--- src/rtl/periph_pkg.sv ---
// Purpose: shared constants of the peripheral setup block
// Assumes: 25 MHz system clock, 32-bit register port
// Notes: offsets are byte addresses
package periph_pkg;
  localparam int unsigned CLK_HZ = 25_000_000;
  localparam int unsigned CLK_NS = 40;
  localparam int unsigned PULSE_NS = 15;
  localparam int unsigned PULSE_CYC = (PULSE_NS + CLK_NS - 1) / CLK_NS < 1 ? 1 :
    (PULSE_NS + CLK_NS - 1) / CLK_NS;
  localparam int unsigned SEC_CYC = CLK_HZ;
  localparam logic [7:0] OFS_CTRL = 8'h00;
  localparam logic [7:0] OFS_STATUS = 8'h04;
  localparam logic [7:0] OFS_PRN_ADDR = 8'h08;
  localparam logic [7:0] OFS_DISC_ADDR = 8'h0C;
  localparam logic [7:0] OFS_MIN_DUR = 8'h10;
  localparam logic [7:0] OFS_TOD_DATE = 8'h14;
  localparam logic [7:0] OFS_TOD_TIME = 8'h18;
  localparam int CTRL_MODE_LSB = 0;
  localparam int CTRL_BEEP = 3;
  localparam int CTRL_GRAPH = 4;
  localparam int CTRL_AL_IA = 5;
  localparam int CTRL_AL_CFG = 6;
  localparam int CTRL_SAVE = 7;
  localparam logic [31:0] CTRL_RST = 32'h0000_0008;
  localparam logic [5:0] PRN_DEF = 6'h01;
  localparam logic [5:0] PRN_ALT = 6'h02;
  localparam logic [5:0] PRN_MAX = 6'h1E;
  localparam logic [5:0] DISC_DEF = 6'h00;
  localparam logic [5:0] DISC_ALT = 6'h02;
  localparam logic [15:0] MIN_DUR_RST = 16'h0001;
  typedef enum logic [2:0] {
    PM_PULSE = 3'h0,
    PM_HIGH_TIL = 3'h1,
    PM_LOW_TIL = 3'h2,
    PM_LAST_SEQ = 3'h3,
    PM_TIMING = 3'h4,
    PM_CONST_HI = 3'h5,
    PM_CONST_LO = 3'h6
  } port_mode_t;
  typedef enum logic [2:0] {
    OP_LOAD_IA = 3'h1,
    OP_LOAD_CFG = 3'h2,
    OP_SAVE = 3'h3,
    OP_RESET = 3'h4
  } stor_op_t;
endpackage

--- src/rtl/rear_port.sv ---
// Purpose: rear trigger output waveform generator
// Assumes: event inputs come from logic on clk_in
// Notes: output is registered
`timescale 1ns/1ps
`default_nettype none
module rear_port
  import periph_pkg::*;
(
  input wire logic clk_in,
  input wire logic sys_rst_in,
  input wire logic [2:0] mode_in,
  input wire logic run_start_in,
  input wire logic tracepoint_in,
  input wire logic last_seq_in,
  input wire logic pattern_in,
  input wire logic [15:0] min_dur_in,
  output logic port_out
);
  logic tp_seen_r;
  logic [3:0] pulse_cnt_r;
  logic [15:0] pat_cnt_r;
  wire pulse_act = (pulse_cnt_r != 4'h0);
  wire pat_long = pattern_in && (pat_cnt_r >= min_dur_in);
  logic port_nxt;

  always_comb
  begin
    unique case (mode_in)
      PM_PULSE: port_nxt = pulse_act;
      PM_HIGH_TIL: port_nxt = ~tp_seen_r;
      PM_LOW_TIL: port_nxt = tp_seen_r;
      PM_LAST_SEQ: port_nxt = last_seq_in;
      PM_TIMING: port_nxt = pat_long;
      PM_CONST_HI: port_nxt = 1'b1;
      default: port_nxt = 1'b0;
    endcase
  end

  always_ff @(posedge clk_in)
  begin
    if (sys_rst_in)
    begin
      tp_seen_r <= 1'b0;
      pulse_cnt_r <= 4'h0;
      pat_cnt_r <= 16'h0000;
      port_out <= 1'b0;
    end
    else
    begin
      if (tracepoint_in)
        tp_seen_r <= 1'b1;
      else if (run_start_in)
        tp_seen_r <= 1'b0;
      if (tracepoint_in)
        pulse_cnt_r <= 4'(PULSE_CYC);
      else if (pulse_act)
        pulse_cnt_r <= pulse_cnt_r - 4'h1;
      if (!pattern_in)
        pat_cnt_r <= 16'h0000;
      else if (pat_cnt_r != 16'hFFFF)
        pat_cnt_r <= pat_cnt_r + 16'h0001;
      port_out <= port_nxt;
    end
  end
endmodule
`default_nettype wire

--- src/rtl/tod_clock.sv ---
// Purpose: time-of-day counter, loaded as one complete entry
// Assumes: two-digit year, leap year every fourth year
// Notes: sec_en_in is a one-cycle pulse per second
`timescale 1ns/1ps
`default_nettype none
module tod_clock
  import periph_pkg::*;
(
  input wire logic clk_in,
  input wire logic sys_rst_in,
  input wire logic sec_en_in,
  input wire logic set_in,
  input wire logic [31:0] date_in,
  input wire logic [31:0] time_in,
  output logic [31:0] date_out,
  output logic [31:0] time_out
);
  logic [5:0] sec_r, min_r;
  logic [4:0] hour_r, day_r;
  logic [3:0] mon_r;
  logic [6:0] year_r;

  function automatic logic [4:0] days_in(input logic [3:0] m, input logic [6:0] y);
    if (m == 4'd2)
      days_in = (y[1:0] == 2'b00) ? 5'd29 : 5'd28;
    else if (m == 4'd4 || m == 4'd6 || m == 4'd9 || m == 4'd11)
      days_in = 5'd30;
    else
      days_in = 5'd31;
  endfunction

  wire sec_wrap = (sec_r == 6'd59);
  wire min_wrap = sec_wrap && (min_r == 6'd59);
  wire hour_wrap = min_wrap && (hour_r == 5'd23);
  wire day_wrap = hour_wrap && (day_r == days_in(mon_r, year_r));
  wire mon_wrap = day_wrap && (mon_r == 4'd12);
  assign date_out = {12'h000, mon_r, 3'h0, day_r, 1'b0, year_r};
  assign time_out = {11'h000, hour_r, 2'h0, min_r, 2'h0, sec_r};

  always_ff @(posedge clk_in)
  begin
    if (sys_rst_in)
    begin
      sec_r <= 6'd0;
      min_r <= 6'd0;
      hour_r <= 5'd0;
      day_r <= 5'd1;
      mon_r <= 4'd1;
      year_r <= 7'd0;
    end
    else if (set_in)
    begin
      year_r <= date_in[6:0];
      day_r <= date_in[12:8];
      mon_r <= date_in[19:16];
      sec_r <= time_in[5:0];
      min_r <= time_in[13:8];
      hour_r <= time_in[20:16];
    end
    else if (sec_en_in)
    begin
      sec_r <= sec_wrap ? 6'd0 : sec_r + 6'd1;
      if (sec_wrap)
        min_r <= min_wrap ? 6'd0 : min_r + 6'd1;
      if (min_wrap)
        hour_r <= hour_wrap ? 5'd0 : hour_r + 5'd1;
      if (hour_wrap)
        day_r <= day_wrap ? 5'd1 : day_r + 5'd1;
      if (day_wrap)
        mon_r <= mon_wrap ? 4'd1 : mon_r + 4'd1;
      if (mon_wrap)
        year_r <= (year_r == 7'd99) ? 7'd0 : year_r + 7'd1;
    end
  end
endmodule
`default_nettype wire

--- src/rtl/periph_setup.sv ---
// Purpose: peripheral setup, rear trigger port, beeper, storage sequencing
// Assumes: event inputs from logic on clk_in; switches are pins
// Notes: registers on a plain strobe port, read data one cycle later
//
// Summary of operation
// - tracepoint pulse mode gives one short pulse
// - high from run start until tracepoint
// - low from run start until tracepoint
// - high while seeking final sequence term
// - high while timing pattern outlasts minimum
// - constant modes hold high or low
// - beeper sounds on completion/messages only when enabled
// - switches seven/eight choose interface roles
// - switches one to six give own address
// - printer address default one, two if clash
// - disc address two if analyzer at zero
// - waveform screens always graphics, others selectable
// - autoload yes loads now and at power-up
// - power-up loads inverse assembler before configuration
// - save stores configuration, selection returns no
// - storage failure hides autoload, save retries reset
// - clock runs from complete set entry
//
// Added by the designer: the register addresses and strobed register access.
`timescale 1ns/1ps
`default_nettype none
module periph_setup
  import periph_pkg::*;
#(
  parameter int unsigned SEC_CYCLES = SEC_CYC
)
(
  input wire logic clk_in,
  input wire logic sys_rst_in,
  input wire logic [7:0] reg_addr_in,
  input wire logic [31:0] reg_wdata_in,
  input wire logic reg_wr_in,
  input wire logic reg_rd_in,
  output logic [31:0] reg_rdata_out,
  input wire logic [7:0] cfg_sw_in,
  input wire logic run_start_in,
  input wire logic tracepoint_in,
  input wire logic last_seq_in,
  input wire logic pattern_in,
  input wire logic meas_done_in,
  input wire logic msg_flash_in,
  input wire logic waveform_print_in,
  input wire logic nv_autoload_ia_in,
  input wire logic nv_autoload_cfg_in,
  input wire logic stor_fail_in,
  input wire logic stor_done_in,
  input wire logic stor_ok_in,
  output logic rear_port_out,
  output logic beep_out,
  output logic print_graphics_out,
  output logic loop_ext_ctrl_out,
  output logic bus_ctrl_out,
  output logic [5:0] own_addr_out,
  output logic stor_req_out,
  output logic [2:0] stor_op_out,
  output logic autoload_ia_out,
  output logic autoload_cfg_out,
  output logic autoload_shown_out
);
  typedef enum logic [7:0] {
    S_BOOT = 8'b0000_0001,
    S_IDLE = 8'b0000_0010,
    S_PU_IA = 8'b0000_0100,
    S_PU_CFG = 8'b0000_1000,
    S_LD_IA = 8'b0001_0000,
    S_LD_CFG = 8'b0010_0000,
    S_RESET = 8'b0100_0000,
    S_SAVE = 8'b1000_0000
  } seq_state_t;

  seq_state_t state_r, state_nxt;
  logic [7:0] sw_meta_r, sw_r;
  logic [2:0] mode_r;
  logic beep_en_r, graph_r, al_ia_r, al_cfg_r;
  logic failed_r, save_pend_r, ia_pend_r, cfg_pend_r;
  logic [5:0] prn_r;
  logic prn_set_r;
  logic [15:0] min_dur_r;
  logic [31:0] date_stage_r, time_stage_r;
  logic date_staged_r, tod_set_r;
  logic [24:0] sec_cnt_r;
  logic sec_en_r;
  logic [31:0] tod_date, tod_time;

  wire wr_ctrl = reg_wr_in && (reg_addr_in == OFS_CTRL);
  wire wr_prn = reg_wr_in && (reg_addr_in == OFS_PRN_ADDR);
  wire wr_dur = reg_wr_in && (reg_addr_in == OFS_MIN_DUR);
  wire wr_date = reg_wr_in && (reg_addr_in == OFS_TOD_DATE);
  wire wr_time = reg_wr_in && (reg_addr_in == OFS_TOD_TIME);
  wire al_ia_w = reg_wdata_in[CTRL_AL_IA];
  wire al_cfg_w = reg_wdata_in[CTRL_AL_CFG];
  wire al_wr_ok = wr_ctrl && !failed_r;
  wire ia_rise = al_wr_ok && al_ia_w && !al_ia_r;
  wire cfg_rise = al_wr_ok && al_cfg_w && !al_cfg_r;
  wire save_req = wr_ctrl && reg_wdata_in[CTRL_SAVE];

  // switch decode
  wire [1:0] role_sw = sw_r[7:6];
  assign loop_ext_ctrl_out = (role_sw == 2'b10);
  assign bus_ctrl_out = (role_sw != 2'b01);
  assign own_addr_out = sw_r[5:0];

  // address defaults
  wire [5:0] prn_def = (own_addr_out == PRN_DEF) ? PRN_ALT : PRN_DEF;
  wire [5:0] prn_addr = prn_set_r ? prn_r : prn_def;
  wire [5:0] prn_w = reg_wdata_in[5:0];
  wire prn_w_ok = (prn_w <= PRN_MAX) && (prn_w != own_addr_out);
  wire [5:0] disc_addr = (own_addr_out == DISC_DEF) ? DISC_ALT : DISC_DEF;

  assign print_graphics_out = graph_r || waveform_print_in;
  assign beep_out = beep_en_r && (meas_done_in || msg_flash_in);
  assign autoload_ia_out = al_ia_r;
  assign autoload_cfg_out = al_cfg_r;
  assign autoload_shown_out = !failed_r;

  // storage sequencer
  wire done = stor_done_in;
  always_comb
  begin
    state_nxt = state_r;
    unique case (state_r)
      S_BOOT:
      begin
        if (stor_fail_in)
          state_nxt = S_IDLE;
        else if (nv_autoload_ia_in)
          state_nxt = S_PU_IA;
        else if (nv_autoload_cfg_in)
          state_nxt = S_PU_CFG;
        else
          state_nxt = S_IDLE;
      end
      S_IDLE:
      begin
        if (save_pend_r)
          state_nxt = failed_r ? S_RESET : S_SAVE;
        else if (ia_pend_r)
          state_nxt = S_LD_IA;
        else if (cfg_pend_r)
          state_nxt = S_LD_CFG;
      end
      S_PU_IA:
        if (done)
          state_nxt = al_cfg_r ? S_PU_CFG : S_IDLE;
      S_RESET:
        if (done)
          state_nxt = stor_ok_in ? S_SAVE : S_IDLE;
      S_PU_CFG, S_LD_IA, S_LD_CFG, S_SAVE:
        if (done)
          state_nxt = S_IDLE;
      default: state_nxt = S_IDLE;
    endcase
  end

  always_comb
  begin
    unique case (state_r)
      S_PU_IA, S_LD_IA: stor_op_out = OP_LOAD_IA;
      S_PU_CFG, S_LD_CFG: stor_op_out = OP_LOAD_CFG;
      S_SAVE: stor_op_out = OP_SAVE;
      S_RESET: stor_op_out = OP_RESET;
      default: stor_op_out = 3'h0;
    endcase
  end
  assign stor_req_out = (stor_op_out != 3'h0);

  wire seq_save_end = (state_r == S_SAVE) && done;
  wire seq_reset_fail = (state_r == S_RESET) && done && !stor_ok_in;

  always_ff @(posedge clk_in)
  begin
    if (sys_rst_in)
      state_r <= S_BOOT;
    else
      state_r <= state_nxt;
  end

  always_ff @(posedge clk_in)
  begin
    if (sys_rst_in)
    begin
      sw_meta_r <= 8'h00;
      sw_r <= 8'h00;
    end
    else
    begin
      sw_meta_r <= cfg_sw_in;
      sw_r <= sw_meta_r;
    end
  end

  // control register
  always_ff @(posedge clk_in)
  begin
    if (sys_rst_in)
    begin
      mode_r <= CTRL_RST[2:0];
      beep_en_r <= CTRL_RST[CTRL_BEEP];
      graph_r <= CTRL_RST[CTRL_GRAPH];
      al_ia_r <= 1'b0;
      al_cfg_r <= 1'b0;
    end
    else if (state_r == S_BOOT)
    begin
      al_ia_r <= nv_autoload_ia_in && !stor_fail_in;
      al_cfg_r <= nv_autoload_cfg_in && !stor_fail_in;
    end
    else if (wr_ctrl)
    begin
      mode_r <= reg_wdata_in[CTRL_MODE_LSB +: 3];
      beep_en_r <= reg_wdata_in[CTRL_BEEP];
      graph_r <= reg_wdata_in[CTRL_GRAPH];
      if (!failed_r)
      begin
        al_ia_r <= al_ia_w;
        al_cfg_r <= al_cfg_w;
      end
    end
  end

  // pending requests: a new request wins over the clear
  always_ff @(posedge clk_in)
  begin
    if (sys_rst_in)
    begin
      save_pend_r <= 1'b0;
      ia_pend_r <= 1'b0;
      cfg_pend_r <= 1'b0;
      failed_r <= 1'b0;
    end
    else
    begin
      if (save_req)
        save_pend_r <= 1'b1;
      else if (state_r == S_IDLE)
        save_pend_r <= 1'b0;
      if (ia_rise)
        ia_pend_r <= 1'b1;
      else if (state_r == S_IDLE && !save_pend_r)
        ia_pend_r <= 1'b0;
      if (cfg_rise)
        cfg_pend_r <= 1'b1;
      else if (state_r == S_IDLE && !save_pend_r && !ia_pend_r)
        cfg_pend_r <= 1'b0;
      if (state_r == S_BOOT)
        failed_r <= stor_fail_in;
      else if (seq_reset_fail)
        failed_r <= 1'b1;
      else if (seq_save_end)
        failed_r <= !stor_ok_in;
    end
  end

  // address, duration and clock staging
  always_ff @(posedge clk_in)
  begin
    if (sys_rst_in)
    begin
      prn_r <= PRN_DEF;
      prn_set_r <= 1'b0;
      min_dur_r <= MIN_DUR_RST;
      date_stage_r <= 32'h0000_0000;
      time_stage_r <= 32'h0000_0000;
      date_staged_r <= 1'b0;
      tod_set_r <= 1'b0;
    end
    else
    begin
      if (wr_prn && prn_w_ok)
      begin
        prn_r <= prn_w;
        prn_set_r <= 1'b1;
      end
      if (wr_dur)
        min_dur_r <= reg_wdata_in[15:0];
      if (wr_date)
        date_stage_r <= reg_wdata_in;
      if (wr_time)
        time_stage_r <= reg_wdata_in;
      tod_set_r <= wr_time && date_staged_r;
      if (wr_date)
        date_staged_r <= 1'b1;
      else if (wr_time)
        date_staged_r <= 1'b0;
    end
  end

  // one-second enable
  always_ff @(posedge clk_in)
  begin
    if (sys_rst_in || tod_set_r)
    begin
      sec_cnt_r <= 25'd0;
      sec_en_r <= 1'b0;
    end
    else
    begin
      sec_en_r <= (sec_cnt_r == 25'(SEC_CYCLES - 1));
      sec_cnt_r <= (sec_cnt_r == 25'(SEC_CYCLES - 1)) ? 25'd0 : sec_cnt_r + 25'd1;
    end
  end

  // read port
  logic [31:0] rd_mux;
  always_comb
  begin
    unique case (reg_addr_in)
      OFS_CTRL: rd_mux = {24'h00_0000, state_r == S_SAVE || save_pend_r, al_cfg_r, al_ia_r,
        graph_r, beep_en_r, mode_r};
      OFS_STATUS: rd_mux = {16'h0000, !failed_r, stor_req_out, loop_ext_ctrl_out,
        bus_ctrl_out, 6'h00, own_addr_out};
      OFS_PRN_ADDR: rd_mux = {26'h000_0000, prn_addr};
      OFS_DISC_ADDR: rd_mux = {26'h000_0000, disc_addr};
      OFS_MIN_DUR: rd_mux = {16'h0000, min_dur_r};
      OFS_TOD_DATE: rd_mux = tod_date;
      OFS_TOD_TIME: rd_mux = tod_time;
      default: rd_mux = 32'h0000_0000;
    endcase
  end

  always_ff @(posedge clk_in)
  begin
    if (sys_rst_in || !reg_rd_in)
      reg_rdata_out <= 32'h0000_0000;
    else
      reg_rdata_out <= rd_mux;
  end

  rear_port u_port (
    .clk_in(clk_in),
    .sys_rst_in(sys_rst_in),
    .mode_in(mode_r),
    .run_start_in(run_start_in),
    .tracepoint_in(tracepoint_in),
    .last_seq_in(last_seq_in),
    .pattern_in(pattern_in),
    .min_dur_in(min_dur_r),
    .port_out(rear_port_out)
  );

  tod_clock u_tod (
    .clk_in(clk_in),
    .sys_rst_in(sys_rst_in),
    .sec_en_in(sec_en_r),
    .set_in(tod_set_r),
    .date_in(date_stage_r),
    .time_in(time_stage_r),
    .date_out(tod_date),
    .time_out(tod_time)
  );
endmodule
`default_nettype wire

--- config.mk ---
export PLATFORM = sky130hd
export DESIGN_NAME = periph_setup
export DESIGN_NICKNAME = d
export VERILOG_FILES = /design/src/rtl/periph_pkg.sv /design/src/rtl/rear_port.sv /design/src/rtl/tod_clock.sv /design/src/rtl/periph_setup.sv
export SDC_FILE = /design/constraint.sdc
export NUM_CORES = 1
export LEC_CHECK = 0
export BUFFER_PORTS_ARGS = -buffer_cell sky130_fd_sc_hd__buf_2
export CAP_MARGIN = 10
export CORE_MARGIN = 3
export CORE_UTILIZATION = 58
export CTS_BUF_LIST = sky130_fd_sc_hd__clkbuf_4 sky130_fd_sc_hd__clkbuf_8 sky130_fd_sc_hd__clkbuf_16
export CTS_CLUSTER_SIZE = 25
export DETAILED_ROUTE_END_ITERATION = 6
export GPL_TIMING_DRIVEN = 0
export HOLD_SLACK_MARGIN = 0.06
export PLACE_DENSITY = 0.78
export SLEW_MARGIN = 20
export SYNTH_ARGS = -nofsm -noshare
export SYNTH_HDL_FRONTEND = slang
export SYNTH_SLANG_ARGS = --single-unit
export TNS_END_PERCENT = 20
--- constraint.sdc ---
create_clock -name clk_in -period 3.63 [get_ports clk_in]
set_input_delay 0.363 -clock clk_in [delete_from_list [all_inputs] [get_ports clk_in]]
set_output_delay 0.363 -clock clk_in [all_outputs]
set_load 0.1 [all_outputs]
==> impl_metrics.tcl <==
set metrics [dict create \
    rsz0062_at_grt "false" \
    firstDrtPassIters 6 \
    core_mm2 0.0154 \
    vdd_drop_max_uv 352 \
    worst-setup-path-type "register to register" \
    cpMostUsedCell "or4b_1" \
    slew_violations 0 \
    start_kind "register" \
    maxCapViolCount 0 \
    ys_ff_latch 195 \
    power_leakage_uw 0.00407 \
    synth_edf_count 0 \
    dp_hpwl_um 18400 \
    yosysTopAreaCell "dfxtp_1" \
    swShare 0.250 \
    pwr_density_cell_mw_per_mm2 428 \
    setup_viol 0 \
    outcome "completed" \
    clock_sink_count 195 \
    ys_async_sr_fraction 0 \
    numPortBuffers 88 \
    clock_power_share 0.433 \
    cts-resized-gates 0 \
    finalNetCount 1350 \
    mostFrequentLayoutCells "dfxtp_1 (195), nand2_1 (170), nor2_1 (125), a21oi_1 (92), buf_2 (89)" \
    track_usage 0.282 \
    drive_gt1_frac 0.121 \
    gp_congestion 0.944 \
    cp_cell_sequence "ha_1 > nand3b_4 > nor4_4 > nand3_2 > or4b_1 > buf_2 > or4b_1 > a31oi_1" \
    hold_path.class "input pin to register" \
    finalHoldViolations 0 \
    power_switching_uw 1140 \
    max_freq_ghz 0.338 \
    required_ns 3.98 \
    grt_pass1_wl_um 39800 \
    cts_buffers 17 \
    dieArea_mm2 0.0176 \
    crit_path_end_kind "register" \
    skew_ns 0.00920 \
    power_frac_seq 0.480 \
    r2r-end "u_tod.mon_r[2]$_SDFFE_PP0P_" \
    reg2reg_depth 8 \
    cpMaxStageDelayCell "nor4_4" \
    area_growth_pct 14.7 \
    ys_top_cells_by_area "dfxtp_1 (42%), nand2_1 (6.9%), nor2_1 (5.0%)" \
    cpPeakStageDelay_ns 0.50 \
    synth_top_area_frac 0.419 \
    path_clk_slew_ns 0.07 \
    arrival_ns 3.32 \
    reg2reg_from "u_tod.sec_r[0]$_SDFFE_PP0P_" \
    holdPathStages 2 \
    overflow 0 \
    hold_buffers 0 \
    min_period_over_period 0.816 \
    io-pin-count 114 \
    ys_seq_area_frac 0.419 \
    die_w_um 133 \
    grt_max_degree 17 \
    insertion_delay_ns 0.43 \
    cts_setup_buffers 0 \
    antenna_cells 0 \
    critical-path-top-delay-family "simple AND/OR/NAND/NOR gates" \
    yosysUniqueCellTypes 73 \
    post-route-drc-count 0 \
    tightest_slew_ns 1.10 \
    holdPathEnd "sw_meta_r[6]$_SDFF_PP0_" \
    initial_core_util 0.603 \
    rrSetupSlack_ns 0.67 \
    setup_tns_ns 0 \
    power_uw 4570 \
    avgSynthCellArea_um2 8.17 \
    viasPerCell 5.83 \
    period_needed_ns 2.96 \
    die_h_um 133 \
    slew_headroom 0.264 \
    p_int_uw 3430 \
    hp-start "cfg_sw_in[6]" \
    vias 8626 \
    grt_pass1_vias 7701 \
    detail_route.wirelength_um 25200 \
    htreeDepth 4 \
    netlist_instances 1139 \
    p_comb_frac 0.087 \
    drt_iter0_drc 956 \
    antenna_found_initial 0 \
    crit_fanout 8 \
    final_common_cell "dfxtp_1" \
    yosysWarnings 0 \
    synth_area_mm2 0.00931 \
    root_buffer "clkbuf_16" \
    num_rows 45 \
    cts_tree "done" \
    wire_per_inst_um 17.0 \
    path_buf_inv 1 \
    synth_ff_type "dfxtp_1" \
    ant_nets 0 \
    ctsLongestPathBuffers 2 \
]
sequential cells by signal, indices dropped and copies added (netlist names), 6 cells and up:
register,flops
sec_cnt_r,25
reg_rdata_out,21
time_stage_r,17
date_stage_r,16
min_dur_r,16
u_port.pat_cnt_r,16
state_r,8
sw_meta_r,8
sw_r,8
u_tod.year_r,7
prn_r,6
u_tod.min_r,6
u_tod.sec_r,6
worst max path at each step:
stage	from	to	slack, ns	depth (start not counted)
4_1_cts	u_tod.sec_r[0]$_SDFFE_PP0P_	u_tod.mon_r[2]$_SDFFE_PP0P_	0.66	8
3_3_place_gp	reg_addr_in[1]	min_dur_r[0]$_SDFFE_PP1P_	0.47	8
5_1_grt	u_tod.sec_r[0]$_SDFFE_PP0P_	u_tod.mon_r[2]$_SDFFE_PP0P_	0.47	8
6_report	u_tod.sec_r[0]$_SDFFE_PP0P_	u_tod.mon_r[2]$_SDFFE_PP0P_	0.67	8
3_5_place_dp	reg_addr_in[1]	min_dur_r[0]$_SDFFE_PP1P_	0.40	8
2_1_floorplan	state_r[3]$_SDFFE_PP0P_	stor_op_out[0]	0.27	2
logic make-up after synthesis:
family / Yosys count / share of synthesized area
other: 1 / 0.000403
multiplexers: 28 / 0.0304
flip-flops: 195 / 0.419
adder cells (fa/ha/maj): 30 / 0.0403
AND/OR/NAND/NOR: 497 / 0.257
AO/OA/AOI/OAI: 219 / 0.153
buffers and inverters: 123 / 0.0567
XOR/XNOR: 46 / 0.0433
per-stage QoR:
step	std cells	hold WS, ns	instance area, um^2	util	setup slack [ns]
2_1_floorplan	1149	0.414	9350	-	0.267
3_3_place_gp	1448	0.417	10100	0.652	0.470
3_5_place_dp	1448	0.422	10100	0.652	0.405
4_1_cts	1479	0.126	10700	0.692	0.663
5_1_grt	1479	0.139	10700	0.692	0.473
6_report	1479	0.138	10700	0.692	0.667
synthesized netlist by cell type, types with 5 or more instances:
cell type	number
nor2_1	125
mux2i_1	26
xnor2_1	20
ha_1	30
nand2b_1	6
nand4_1	13
dfxtp_1	195
or3_1	6
a211oi_1	16
a221oi_1	8
and2_1	8
a31oi_1	6
a21oi_1	92
and3_1	15
nor3b_1	8
nand3b_1	6
nor3_1	29
a222oi_1	7
a22oi_1	9
inv_1	47
nor4_1	7
nor2b_1	25
o22ai_1	7
buf_1	9
nand2_1	170
clkbuf_1	48
nand3_1	43
buf_4	17
a311oi_1	5
a21o_1	5
or4_1	11
o21ai_0	23
xor2_1	26
worst reg2reg max path, delay by kind of cell (launching register included):
kind            cells  cell delay, ns
compound gates      1            0.16
fa+ha+maj           1            0.30
buf+inv             1            0.18
flops               1            0.41
simple gates        5            1.84
power groups by stage:
stage	Sequential, uW	Clock, uW	Combinational, uW
2_1_floorplan	2270	0	258
3_3_place_gp	2240	0	387
3_5_place_dp	2240	0	393
4_1_cts	2190	1990	394
5_1_grt	2200	2080	423
6_report	2200	1980	398
final cells by class:
class | count | area [um^2]
Tap cell | 211 | 264
Clock buffer | 21 | 474
Fill cell | 1287 | 4750
Sequential cell | 195 | 3900
Multi-Input combinational cell | 831 | 4920
Timing Repair Buffer | 88 | 440
Buffer | 76 | 352
Clock inverter | 10 | 145
Inverter | 47 | 176
layer usage:
layer,track usage,up-vias,part of all wire
met5,0,-,0
li1,-,4182,-
met3,0.0650,54,0.091
met2,0.431,372,0.44
met1,0.397,4018,0.44
met4,0.0906,0,0.024
No activity file was read; power rests on OpenSTA's default activity.
